### src/cig_regs.vh
// Constants for the core interrupt gating block.
// What this block does
// - Accept nonmaskable from pin or bus message
// - Nonmaskable dispatches to vector two at the next boundary, below a debug trap
// - Interrupt flag never masks nonmaskable requests
// - Pin vector two stays an ordinary interrupt
// - Block further nonmaskable until interrupt return
// - Faulting interrupt return still lifts nonmaskable block
// - Clear interrupt flag blocks pin and controller
// - Interrupt flag ignores core generated exceptions
// - Reset clears the interrupt flag
// - Accept pin and controller vectors, dispatch them
// - Pin interrupts never push an error code
// - Flag set/clear needs privilege, else fault
// - Flag loads reload whole flags register
// - Push flags writes every flag bit out
// - Interrupt gate clears flag, trap gate keeps
// - Resume flag suppresses instruction breakpoint exception
// - Stack segment load shadows interrupts, debug
// - Lower priority interrupts stay pending, not dropped
`ifndef CIG_REGS_VH
`define CIG_REGS_VH

// ----------------------------------------------------------------
// Register map
// ----------------------------------------------------------------
`define CIG_ADDR_STATUS 12'h000
`define CIG_ADDR_LAST 12'h004
`define CIG_ADDR_CTRL 12'h008
`define CIG_CTRL_RESET 32'h00000001
`define CIG_CTRL_LOCAL_INTERRUPT_CONTROLLER_EN 0

// ----------------------------------------------------------------
// Flags register layout
// ----------------------------------------------------------------
`define CIG_FLAGS_RESET 32'h00000002
`define CIG_FLAG_IF 9
`define CIG_FLAG_RF 16

// ----------------------------------------------------------------
// Retired instruction codes
// ----------------------------------------------------------------
`define CIG_OP_NONE 4'h0
`define CIG_OP_SET_IF 4'h1
`define CIG_OP_CLR_IF 4'h2
`define CIG_OP_POP_FLAGS 4'h3
`define CIG_OP_PUSH_FLAGS 4'h4
`define CIG_OP_RET_INT 4'h5
`define CIG_OP_TASK_SW 4'h6
`define CIG_OP_SS_LOAD 4'h7

// ----------------------------------------------------------------
// Vectors, privilege and dispatch kinds
// ----------------------------------------------------------------
`define CIG_VEC_NMI 8'h02
`define CIG_VEC_DEBUG 8'h01
`define CIG_IO_PRIVILEGE_THRESHOLD_MAX 2'h3
`define CIG_KIND_NONE 3'h0
`define CIG_KIND_NMI 3'h1
`define CIG_KIND_PIN 3'h2
`define CIG_KIND_LOCAL_INTERRUPT_CONTROLLER 3'h3
`define CIG_KIND_EXC 3'h4
`define CIG_KIND_DEBUG 3'h5

`endif

### src/cig_core.v
// Interrupt acceptance, masking and flag handling for a processor core.
//
// Chosen here: the register offsets and the APB slave port.
`timescale 1ns/100ps
`include "cig_regs.vh"
module cig_core (
  input wire clk,
  input wire rst,
  input wire nmiPin,
  input wire intrPin,
  input wire [7:0] intrVector,
  input wire busNmiMsg,
  input wire apicValid,
  input wire apicNmi,
  input wire [7:0] apicVector,
  input wire boundary,
  input wire retireValid,
  input wire [3:0] retireOp,
  input wire [31:0] flagImage,
  input wire [1:0] current_privilege_level,
  input wire [1:0] io_privilege_threshold,
  input wire v86Mode,
  input wire gateIsTrap,
  input wire excValid,
  input wire [7:0] excVector,
  input wire excHasErrCode,
  input wire bpMatch,
  input wire stepTrap,
  input wire psel,
  input wire penable,
  input wire pwrite,
  input wire [11:0] paddr,
  input wire [31:0] pwdata,
  output wire [31:0] prdata,
  output wire pready,
  output wire pslverr,
  output reg dispatchValid,
  output reg [7:0] dispatchVector,
  output reg [2:0] dispatchKind,
  output reg pushErrorCode,
  output reg intrAck,
  output reg excTaken,
  output reg gpFault,
  output reg pushValid,
  output reg [31:0] pushData,
  output reg ifFlag,
  output reg resumeFlag,
  output reg nmiBlocked,
  output reg apicReady
);
  // ----------------------------------------------------------------
  // Declarations
  // ----------------------------------------------------------------
  wire nmiPinSync;
  wire intrPinSync;
  wire [7:0] intrVectorSync;
  wire [31:0] ctrlReg;
  wire apicEnable;
  reg nmiPinLast_reg;
  reg nmiPend_reg;
  reg nmiPend_next;
  reg apicPend_reg;
  reg apicPend_next;
  reg [7:0] apicVec_reg;
  reg [7:0] apicVec_next;
  reg shadow_reg;
  reg shadow_next;
  reg [31:0] flags_reg;
  reg [31:0] flags_next;
  reg nmiBlocked_next;
  reg gpFault_next;
  reg [2:0] kind_next;
  reg [7:0] vector_next;
  reg errCode_next;
  reg [10:0] last_reg;
  wire nmiEvent;
  wire apicMaskEvent;
  wire debugOk;
  wire nmiOk;
  wire maskOk;
  wire codeBpOk;
  wire privOk;
  wire retFaults;
  wire taking;
  wire [31:0] statusWord;

  // Tells whether a privilege level may touch the interrupt flag.
  function privAllows;
    input [1:0] level;
    input [1:0] threshold;
    begin
      privAllows = (level <= threshold);
    end
  endfunction

  // ----------------------------------------------------------------
  // Input synchronisation and source detection
  // ----------------------------------------------------------------
  cig_sync #(.WIDTH(1)) uNmiSync (
    .clk(clk),
    .rst(rst),
    .async(nmiPin),
    .synced(nmiPinSync)
  );

  cig_sync #(.WIDTH(1)) uIntrSync (
    .clk(clk),
    .rst(rst),
    .async(intrPin),
    .synced(intrPinSync)
  );

  // The vector is held stable by the source while its request stands.
  cig_sync #(.WIDTH(8)) uVecSync (
    .clk(clk),
    .rst(rst),
    .async(intrVector),
    .synced(intrVectorSync)
  );

  // Edge memory for the nonmaskable pin after synchronisation.
  always @(posedge clk) begin
    if (rst) begin
      nmiPinLast_reg <= 1'b0;
    end else begin
      nmiPinLast_reg <= nmiPinSync;
    end
  end

  assign apicEnable = ctrlReg[`CIG_CTRL_LOCAL_INTERRUPT_CONTROLLER_EN];
  // A pin edge, a bus message or a nonmaskable message from the enabled controller marks a true nonmaskable.
  assign nmiEvent = (nmiPinSync & ~nmiPinLast_reg) | busNmiMsg |
                    (apicValid & apicNmi & apicEnable);
  assign apicMaskEvent = apicValid & ~apicNmi & apicEnable & ~apicPend_reg;

  // ----------------------------------------------------------------
  // Boundary arbitration
  // ----------------------------------------------------------------
  // The shadow after a stack-segment load holds off every interrupt and debug event.
  assign debugOk = stepTrap & ~shadow_reg;
  // The interrupt flag is not consulted for nonmaskable requests.
  assign nmiOk = nmiPend_reg & ~nmiBlocked & ~shadow_reg;
  // Maskable sources only form a request while the flag is set.
  assign maskOk = ifFlag & ~shadow_reg & (apicPend_reg | intrPinSync);
  // A breakpoint match is dropped while the resume flag is set.
  assign codeBpOk = bpMatch & ~flags_reg[`CIG_FLAG_RF] & ~shadow_reg;
  assign taking = boundary & (debugOk | nmiOk | maskOk | codeBpOk | excValid);

  // Picks the highest class and its vector; lower ones are left as they are.
  always @* begin
    kind_next = `CIG_KIND_NONE;
    vector_next = 8'h00;
    errCode_next = 1'b0;
    if (boundary) begin
      if (debugOk) begin
        kind_next = `CIG_KIND_DEBUG;
        vector_next = `CIG_VEC_DEBUG;
      end else if (nmiOk) begin
        kind_next = `CIG_KIND_NMI;
        vector_next = `CIG_VEC_NMI;
      end else if (maskOk && apicPend_reg) begin
        kind_next = `CIG_KIND_LOCAL_INTERRUPT_CONTROLLER;
        vector_next = apicVec_reg;
      end else if (maskOk) begin
        // A pin vector of two is still an ordinary maskable interrupt.
        kind_next = `CIG_KIND_PIN;
        vector_next = intrVectorSync;
        errCode_next = 1'b0;
      end else if (codeBpOk) begin
        kind_next = `CIG_KIND_DEBUG;
        vector_next = `CIG_VEC_DEBUG;
      end else if (excValid) begin
        // Core exceptions pass whatever the interrupt flag says.
        kind_next = `CIG_KIND_EXC;
        vector_next = excVector;
        errCode_next = excHasErrCode;
      end
    end
  end

  // ----------------------------------------------------------------
  // Pending request latches
  // ----------------------------------------------------------------
  // A new nonmaskable event in the cycle it is consumed keeps that request pending.
  always @* begin
    nmiPend_next = nmiEvent | (nmiPend_reg & ~(kind_next == `CIG_KIND_NMI));
    apicPend_next = apicPend_reg;
    apicVec_next = apicVec_reg;
    if (kind_next == `CIG_KIND_LOCAL_INTERRUPT_CONTROLLER) begin
      apicPend_next = 1'b0;
    end
    if (apicMaskEvent) begin
      apicPend_next = 1'b1;
      apicVec_next = apicVector;
    end
  end

  // ----------------------------------------------------------------
  // Flags, nonmaskable block and shadow
  // ----------------------------------------------------------------
  assign privOk = privAllows(current_privilege_level, io_privilege_threshold);
  assign retFaults = v86Mode & (io_privilege_threshold < `CIG_IO_PRIVILEGE_THRESHOLD_MAX);

  // Applies retired instructions first, then the gate effect of a dispatch.
  always @* begin
    flags_next = flags_reg;
    nmiBlocked_next = nmiBlocked;
    gpFault_next = 1'b0;
    shadow_next = shadow_reg;
    if (retireValid) begin
      shadow_next = (retireOp == `CIG_OP_SS_LOAD);
      case (retireOp)
        `CIG_OP_SET_IF: begin
          if (privOk) begin
            flags_next[`CIG_FLAG_IF] = 1'b1;
          end else begin
            gpFault_next = 1'b1;
          end
        end
        `CIG_OP_CLR_IF: begin
          if (privOk) begin
            flags_next[`CIG_FLAG_IF] = 1'b0;
          end else begin
            gpFault_next = 1'b1;
          end
        end
        `CIG_OP_POP_FLAGS: begin
          flags_next = flagImage;
        end
        `CIG_OP_TASK_SW: begin
          flags_next = flagImage;
        end
        `CIG_OP_RET_INT: begin
          // The block is lifted before the fault handler is entered.
          nmiBlocked_next = 1'b0;
          if (retFaults) begin
            gpFault_next = 1'b1;
          end else begin
            flags_next = flagImage;
          end
        end
        default: begin
          flags_next = flags_reg;
        end
      endcase
    end
    if (kind_next == `CIG_KIND_NMI) begin
      nmiBlocked_next = 1'b1;
    end
    if (taking && !gateIsTrap) begin
      flags_next[`CIG_FLAG_IF] = 1'b0;
    end
  end

  // State registers; reset clears the flag, the block and the shadow.
  always @(posedge clk) begin
    if (rst) begin
      flags_reg <= `CIG_FLAGS_RESET;
      nmiBlocked <= 1'b0;
      shadow_reg <= 1'b0;
      nmiPend_reg <= 1'b0;
      apicPend_reg <= 1'b0;
      apicVec_reg <= 8'h00;
      ifFlag <= 1'b0;
      resumeFlag <= 1'b0;
      apicReady <= 1'b0;
    end else begin
      flags_reg <= flags_next;
      nmiBlocked <= nmiBlocked_next;
      shadow_reg <= shadow_next;
      nmiPend_reg <= nmiPend_next;
      apicPend_reg <= apicPend_next;
      apicVec_reg <= apicVec_next;
      ifFlag <= flags_next[`CIG_FLAG_IF];
      resumeFlag <= flags_next[`CIG_FLAG_RF];
      apicReady <= ~apicPend_next & apicEnable;
    end
  end

  // ----------------------------------------------------------------
  // Dispatch and push outputs
  // ----------------------------------------------------------------
  // Dispatch outputs are one-cycle pulses after the boundary cycle.
  always @(posedge clk) begin
    if (rst) begin
      dispatchValid <= 1'b0;
      dispatchVector <= 8'h00;
      dispatchKind <= `CIG_KIND_NONE;
      pushErrorCode <= 1'b0;
      intrAck <= 1'b0;
      excTaken <= 1'b0;
      gpFault <= 1'b0;
      pushValid <= 1'b0;
      pushData <= 32'h00000000;
      last_reg <= 11'h000;
    end else begin
      dispatchValid <= taking;
      dispatchVector <= vector_next;
      dispatchKind <= kind_next;
      pushErrorCode <= errCode_next;
      intrAck <= (kind_next == `CIG_KIND_PIN);
      excTaken <= (kind_next == `CIG_KIND_EXC);
      gpFault <= gpFault_next;
      pushValid <= retireValid & (retireOp == `CIG_OP_PUSH_FLAGS);
      if (retireValid && retireOp == `CIG_OP_PUSH_FLAGS) begin
        pushData <= flags_reg;
      end
      if (taking) begin
        last_reg <= {kind_next, vector_next};
      end
    end
  end

  // ----------------------------------------------------------------
  // Register access
  // ----------------------------------------------------------------
  assign statusWord = {26'h0000000, apicPend_reg, nmiPend_reg, shadow_reg, nmiBlocked,
                       flags_reg[`CIG_FLAG_RF], flags_reg[`CIG_FLAG_IF]};

  cig_apb_port uApb (
    .clk(clk),
    .rst(rst),
    .psel(psel),
    .penable(penable),
    .pwrite(pwrite),
    .paddr(paddr),
    .pwdata(pwdata),
    .statusWord(statusWord),
    .lastWord({21'h000000, last_reg}),
    .prdata(prdata),
    .pready(pready),
    .pslverr(pslverr),
    .ctrlReg(ctrlReg)
  );
endmodule

### src/cig_sync.v
// Two flip-flop synchroniser for levels arriving from outside the clock domain.
`timescale 1ns/100ps
module cig_sync #(
  parameter WIDTH = 1
) (
  input wire clk,
  input wire rst,
  input wire [WIDTH-1:0] async,
  output reg [WIDTH-1:0] synced
);
  reg [WIDTH-1:0] stage1_reg;

  // The first stage feeds only the second stage.
  always @(posedge clk) begin
    if (rst) begin
      stage1_reg <= {WIDTH{1'b0}};
      synced <= {WIDTH{1'b0}};
    end else begin
      stage1_reg <= async;
      synced <= stage1_reg;
    end
  end
endmodule

### src/cig_apb_port.v
// APB slave holding the control register and serving status reads.
`timescale 1ns/100ps
`include "cig_regs.vh"
module cig_apb_port (
  input wire clk,
  input wire rst,
  input wire psel,
  input wire penable,
  input wire pwrite,
  input wire [11:0] paddr,
  input wire [31:0] pwdata,
  input wire [31:0] statusWord,
  input wire [31:0] lastWord,
  output reg [31:0] prdata,
  output reg pready,
  output reg pslverr,
  output reg [31:0] ctrlReg
);
  wire setupPhase;
  wire mapped;
  wire doWrite;

  // A setup cycle is answered in the first access cycle.
  assign setupPhase = psel & ~penable;
  assign mapped = (paddr == `CIG_ADDR_STATUS) || (paddr == `CIG_ADDR_LAST) ||
                  (paddr == `CIG_ADDR_CTRL);
  assign doWrite = psel & penable & pready & pwrite & ~pslverr;

  // Ready, error and read data are registered during the setup cycle.
  always @(posedge clk) begin
    if (rst) begin
      pready <= 1'b0;
      pslverr <= 1'b0;
      prdata <= 32'h00000000;
    end else begin
      pready <= setupPhase;
      pslverr <= setupPhase & ~mapped;
      if (setupPhase && !pwrite) begin
        case (paddr)
          `CIG_ADDR_STATUS: prdata <= statusWord;
          `CIG_ADDR_LAST: prdata <= lastWord;
          `CIG_ADDR_CTRL: prdata <= ctrlReg;
          default: prdata <= 32'h00000000;
        endcase
      end else if (setupPhase) begin
        prdata <= 32'h00000000;
      end
    end
  end

  // The control register takes its value at the completing access edge.
  always @(posedge clk) begin
    if (rst) begin
      ctrlReg <= `CIG_CTRL_RESET;
    end else if (doWrite && paddr == `CIG_ADDR_CTRL) begin
      ctrlReg <= {31'h00000000, pwdata[`CIG_CTRL_LOCAL_INTERRUPT_CONTROLLER_EN]};
    end
  end
endmodule

### config.mk
export PLATFORM = sky130hd
export DESIGN_NAME = cig_core
export DESIGN_NICKNAME = d
export VERILOG_FILES = /design/src/cig_core.v /design/src/cig_sync.v /design/src/cig_apb_port.v
export VERILOG_INCLUDE_DIRS = /design/src
export SDC_FILE = /design/constraint.sdc
export NUM_CORES = 1
export LEC_CHECK = 0
export BUFFER_PORTS_ARGS = -buffer_cell sky130_fd_sc_hd__buf_2
export CAP_MARGIN = 0
export CORE_ASPECT_RATIO = 2
export CORE_MARGIN = 8
export CORE_UTILIZATION = 52
export DETAILED_ROUTE_END_ITERATION = 6
export MAX_ROUTING_LAYER = met4
export PLACE_DENSITY_LB_ADDON = 0.3
export SETUP_SLACK_MARGIN = 0.15
export SLEW_MARGIN = 20
export SYNTH_ARGS = -nofsm -noshare
export SYNTH_HDL_FRONTEND = slang
export SYNTH_SLANG_ARGS = --single-unit
### constraint.sdc
create_clock -name clk -period 5.55 [get_ports clk]
set_clock_uncertainty 0.15 [all_clocks]
set_input_delay 1.11 -clock clk [delete_from_list [all_inputs] [get_ports clk]]
set_output_delay 1.11 -clock clk [all_outputs]
set_load 0.01 [all_outputs]
==> results of run 1 <==
-- routing by layer --
| layer | vias up | track usage (%) | share of wire (%) |
|---|---|---|---|
| met3 | 19 | 4.61 | 6.4 |
| li1 | 2300 | - | - |
| met1 | 2135 | 23.6 | 43 |
| met2 | 154 | 32.2 | 49 |
| met4 | 0 | 8.07 | 1.7 |
| met5 | - | - | 0 |
-- where the power goes --
group / leakage [nW] / internal [mW] / switching, mW / total [mW]
Sequential: 1.14 / 1.03 / 0.0157 / 1.05
Clock: 0.313 / 0.797 / 0.426 / 1.22
Combinational: 1.74 / 0.0668 / 0.0930 / 0.160
-- critical path: cells and delay by family --
kind                   cells  cell delay (ns)
AOI/OAI and AO/OA          2             0.47
buffers and inverters      2             0.59
muxes                      1             0.27
and+or+nand+nor            2             0.22
-- cells in the final DEF, fill, tap and decap left out, types with 3 or more instances in the layout --
cell type and count:
mux2i_1 33, nand2_1 111, inv_1 9, clkinv_2 4, mux2_2 8, nor3_2 3, nand4_1 4, and2_1 3
clkbuf_16 17, a31oi_1 3, bufinv_16 5, buf_4 5, conb_1 21, nand2b_1 6, nor2b_1 26, buf_2 159
nor2_2 5, a22oi_1 6, a21oi_1 60, a21o_1 5, dfxtp_1 140, o21ai_1 4, nor3_1 5, and3_1 3
o21ai_0 11, a22oi_2 5, clkinv_4 3, nor2_1 60, nand3_1 6
-- Yosys cell counts, types with 3 or more instances --
library cell  instances
nor2_1               60
clkbuf_1             21
nor2_2                5
buf_4                24
a22oi_1               6
mux2_2                8
nand4_1               4
a21o_1                5
nand2b_1              6
a22oi_2               5
o21ai_1               5
nor3_1                6
nand3_1               6
and2_1                3
o21ai_0              11
dfxtp_1             140
mux2i_1              33
a21oi_1              60
inv_1                 9
buf_1                 3
and3_1                3
nand2_1             111
buf_2                 7
nor2b_1              26
a31oi_1               3
-- cell type report --
| type | instances | area [um^2] | area share (%) |
|---|---|---|---|
| clock buffer | 17 | 425 | 6.18 |
| sequential | 140 | 2800 | 40.7 |
| clock inverter | 15 | 220 | 3.20 |
| multi-input combinational | 425 | 2400 | 34.8 |
| timing repair buffer | 164 | 833 | 12.1 |
| tap | 137 | 171 | 2.49 |
| inverter | 9 | 33.8 | 0.491 |
-- kinds of logic (layout without fill, tap and decap cells) --
logic type / after synthesis / in the layout
AND/OR/NAND/NOR: 248 / 248
multiplexers: 41 / 41
other: 1 / 21
AO/OA/AOI/OAI: 113 / 113
adder cells (fa/ha/maj): 2 / 2
buffers and inverters: 65 / 205
flip-flops: 140 / 140
-- final timing paths --
check	start	to	slack, ns	depth (start not counted)
max	io_privilege_threshold[0]	flags_reg[22]$_SDFFE_PP0P_	3.00	7
min	uIntrSync.stage1_reg$_SDFF_PP0_	uIntrSync.synced$_SDFF_PP0_	0.29	1
max reg2reg	apicPend_reg$_SDFF_PP0_	last_reg[0]$_SDFFE_PP0P_	3.44	5
min reg2reg	uIntrSync.stage1_reg$_SDFF_PP0_	uIntrSync.synced$_SDFF_PP0_	0.29	1
-- through the flow --
stage | total power [mW] | setup slack [ns] | utilization, % | instances | cell area (um^2)
after floorplan | 1.17 | 2.97 | - | 630 | 5530
after global placement | 1.22 | 2.65 | 60.3 | 875 | 6240
after detailed placement | 1.23 | 2.58 | 60.3 | 875 | 6240
after CTS | 2.45 | 3.01 | 66.5 | 907 | 6880
after global routing | 2.52 | 2.85 | 66.5 | 907 | 6880
final | 2.43 | 3.00 | 66.5 | 907 | 6880
==> out/metrics.csv, run 1 <==
metric,value,unit
diode count,0,
Post-Synth Adder-Cell Area,0.458,%
Hold Buf Count CTS,0,
Starting Density,52.8,%
simple-gate share of the synthesized area,21.2,%
critical path arrival,2.68,ns
minimum clock period,2.55,ns
Initial DRC Count,256,
crit-path cells,buf_2 -> a21boi_0 -> nor3b_1 -> o21ai_4 -> buf_4 -> mux2i_1 -> nor2_1,
Post-synth EDFFs,0,
mux contribution to synthesized area,7.70,%
Pre-antenna DRT Iters,4,
max reg flops,32,
die height,161,um
H-Tree Depth,4,
PortBufs,160,
Synth Flop Type,dfxtp_1,
vias per inst,5.08,
fin nets,885,
Chip Width,88.5,um
core area,10300,um^2
register area share after synthesis,51.3,%
slowest cell delay on critical path,0.48,ns
# rows,53,
Skew-Pair Late Insertion Delay,0.41,ns
Final HPWL DP,9.68,mm
DRT Wirelength,13.6,mm
Syn Inst Count,610,
gr ovfl total,0,
main combinational cell family by area after synthesis,simple AND/OR/NAND/NOR gates,
Setup Buffers After CTS,0,
pwr/cell area,353,nW/um^2
Num CTS Buffers,17,
Post-Synth XOR/XNOR Area,0,%
share of cells above drive strength 1,29.5,%
Resized Gates After CTS,0,
area delta synth->final,26.1,%
Worst-Margin Slew,0.861,ns
clock sinks,140,
RePlAce Congestion,0.924,
status,finished clean,
Static Leak,3.19,nW
CP Class,input port to register,
share of the synthesized area in the top cell type,51.3,%
Setup TNS,0,ns
Synth Area in Compound Gates,12.8,%
Peak VDD IR,0.000255,V
vias,4608,
clk root buf,clkbuf_16,
GR Util All Layers,20.2,%
DR DRC count,0,
mapped cell area,5460,um^2
maximum operating frequency,393,MHz
Routed Antenna Nets,0,
Final Cycle Share,45.9,%
hold crit path type,register to register,
Max-Cap Viols,0,
Setup crit start kind,input port,
final hold vios,0,
Fin Hold WS,0.286,ns
vias in the first global route,4558,
number of fill cells,917,
final slew viol count,0,
antenna violations before repair,0,
Mean Syn Cell Area,8.95,um^2
share of flip-flops with an asynchronous set or reset,0,%
DIE AREA,14200,um^2
"Reg clk slew, reported paths",0.06,ns
largest net degree at the start of global routing,86,
top cell type by total area after synthesis,dfxtp_1,
Critical Path RT,5.68,ns
Yosys warning count,0,
unique cell type count in the Yosys netlist,55,
worst-path maximum fanout,31,
RSZ-0062 raised after global routing,false,
headroom to the max-slew limit,42.6,%
CTS tree,yes,
Max clock buf depth,2,
#FFs+latches synth,140,
final setup vio count,0,
largest cells by area after synthesis,"dfxtp_1 (51%), nand2_1 (7.6%), mux2i_1 (6.1%), a21oi_1 (5.5%), nor2_1 (4.1%)",
first-pass GRT wire length,22.1,mm
I/O Pins,213,
CP Capture Type,register,
CP max stage cell,buf_4,
wire length per cell,15.0,um
Power figures use the tool's default switching activity.
==> run 2, diff against run 1 <==
ABC_AREA = 1   (was default)
CORE_UTILIZATION = 44   (was 52)
clock period = 2.14 ns   (was 5.55 ns; I/O delays follow)
==> out/metrics.csv, run 2 <==
metric,value,unit
CP max stage cell,dfxtp_1,
Mean Syn Cell Area,7.49,um^2
placed insts,1026,
Critical Path RT,2.30,ns
die height,174,um
RePlAce Congestion,0.847,
share of flip-flops with an asynchronous set or reset,0,%
Final Cycle Share,83.6,%
design area,7090,um^2
grt met2 use,33.4,%
RSZ-0062 raised after global routing,false,
wire length per cell,14.8,um
Hold Buf Count CTS,0,
worst reg2reg path depth,11,
gr ovfl total,0,
worst r2r dst,last_reg[7]$_SDFFE_PP0P_,
fin nets,1026,
clock sinks,140,
grt peak-use layer,met2,
worst-path maximum fanout,9,
hold path cells,3,
minimum clock period,1.79,ns
CP Capture Type,register,
critical path arrival,1.95,ns
Peak VDD IR,0.000633,V
Hold Crit Start,intrVector[7],
post-layout util,58.5,%
max reg flops,32,
GR Util met1,19.6,%
DR DRC count,0,
"most common cell after layout, fill and taps aside",buf_2,
Pre-antenna DRT Iters,4,
area delta synth->final,29.6,%
Routed Antenna Nets,0,
antenna violations before repair,1,
vias in the first global route,5024,
register area share after synthesis,51.2,%
I/O Pins,213,
maximum operating frequency,559,MHz
clk root buf,clkbuf_16,
H-Tree Depth,4,
mapped cell area,5470,um^2
Syn Inst Count,730,
Post-synth EDFFs,0,
Setup Buffers After CTS,0,
DIE AREA,16500,um^2
Static Leak,3.43,nW
Placed Instance Area,6420,um^2
top cell type by total area after synthesis,dfxtp_1,
final slew viol count,0,
Initial DRC Count,166,
Max clock buf depth,2,
PortBufs,160,
Worst Hold End,uVecSync.stage1_reg[7]$_SDFF_PP0_,
Max-Cap Viols,0,
# rows,57,
share of the synthesized area in the top cell type,51.2,%
largest cells by area after synthesis,"dfxtp_1 (51%), nor2_1 (11%), nand2_1 (7.5%), nand3_1 (5.9%), o21ai_0 (4.7%)",
status,finished clean,
r2r setup slk,0.35,ns
final setup vio count,0,
post-route insts no fill,1059,
CTS tree,yes,
number of fill cells,1199,
vias,5107,
Setup crit start kind,register,
Final HPWL DP,11.6,mm
largest net degree at the start of global routing,75,
"Reg clk slew, reported paths",0.06,ns
pwr/cell area,921,nW/um^2
final hold vios,0,
slowest cell delay on critical path,0.33,ns
core area,12100,um^2
Starting Density,45.1,%
"count leader, synth",nor2_1,
Resized Gates After CTS,0,
crit-path most repeated cell,nand2_1,
crit-path cells,inv_1 -> nor2_1 -> nand2_4 -> inv_2 -> nor2_2 -> nand3_1 -> nand3_1 -> nand2_1 -> nand2_1 -> nand2_1 -> inv_1,
Synth top cells by count,"nor2_1 (154), dfxtp_1 (140), nand2_1 (109), nand3_1 (65), inv_1 (58)",
hold crit path type,input port to register,
first-pass GRT wire length,24.4,mm
overall power,6.53,mW
#FFs+latches synth,140,
unique cell type count in the Yosys netlist,35,
Setup TNS,0,ns
share of cells above drive strength 1,25.7,%
Num CTS Buffers,17,
worst r2r src,flags_reg[9]$_SDFFE_PP0P_,
Skew-Pair Late Insertion Delay,0.42,ns
GR Util All Layers,19.6,%
CP Class,register to register,
most frequent cells in the layout,"buf_2 (160), nor2_1 (154), dfxtp_1 (140)",
Chip Width,94.8,um
vias per inst,4.82,
Synth Flop Type,dfxtp_1,
GRT met3 Usage,4.16,%
Yosys warning count,0,
DRT Wirelength,15.7,mm
==> run 2: cell count changes after synthesis, moves of 26 or more <==
| cell | previous run | this run |
|---|---|---|
| inv_1 | 9 | 58 |
| mux2i_1 | 33 | 0 |
| nand3_1 | 6 | 65 |
| nor2_1 | 60 | 154 |
| nor2b_1 | 26 | 0 |
| o21ai_0 | 11 | 51 |
==> run 2: how the worst max path moves through the flow <==
stage	from	end	slack, ns	cells after the start
floorplan	retireOp[2]	flags_reg[2]$_SDFFE_PP0P_	0.52	8
global placement	retireOp[1]	flags_reg[4]$_SDFFE_PP0P_	0.18	9
detailed placement	retireOp[1]	flags_reg[0]$_SDFFE_PP0P_	0.16	9
CTS	shadow_reg$_SDFFE_PP0P_	last_reg[7]$_SDFFE_PP0P_	0.34	10
global route	shadow_reg$_SDFFE_PP0P_	last_reg[7]$_SDFFE_PP0P_	0.18	10
finish	flags_reg[9]$_SDFFE_PP0P_	last_reg[7]$_SDFFE_PP0P_	0.35	11
==> run 2: where the power goes <==
group          switching, mW  total, mW  leakage [nW]  internal, mW
clock network           1.14       3.29         0.318          2.15
logic                  0.320      0.514          1.97         0.194
registers             0.0376       2.73          1.14          2.69
total                   1.50       6.53          3.43          5.04
==> run 2: kinds of logic (layout without fill, tap and decap cells) <==
logic type,after synthesis,in the layout,synth area share (%)
simple gates,356,356,27.6
flops,140,140,51.2
buf+inv,118,279,9.93
compound gates,113,113,10.7
fa+ha+maj,2,2,0.457
other cells,1,22,0.0686
==> run 2: final cells by class <==
cell class | count | area (um^2) | share of cell area [%]
multi-input cells | 492 | 2200 | 31.0
well taps | 147 | 184 | 2.59
inverters | 65 | 245 | 3.46
repair buffers | 182 | 991 | 14.0
diodes | 1 | 2.50 | 0.0353
clock buffers | 20 | 457 | 6.44
clock inverters | 12 | 209 | 2.95
flip-flops and latches | 140 | 2800 | 39.5
==> run 2: stage by stage <==
stage,setup WS (ns),hold WS [ns]
after floorplan,0.515,0.238
final,0.350,0.0662
after global routing,0.182,0.0622
after detailed placement,0.158,0.243
after CTS,0.337,0.0551
after global placement,0.179,0.239
==> run 2: worst max-delay path, delay by kind of cell, from the launching register on <==
family,cells,cell delay [ns]
buf+inv,3,0.30
flops,1,0.33
simple gates,8,0.90
==> run 2: routing by layer <==
| metal | wire, um | vias up | part of all wire, % |
|---|---|---|---|
| met5 | 0 | - | 0 |
| met2 | 8310 | 174 | 53 |
| met1 | 5820 | 2268 | 37 |
| met4 | 652 | 0 | 4.2 |
| li1 | - | 2627 | - |
| met3 | 892 | 38 | 5.7 |
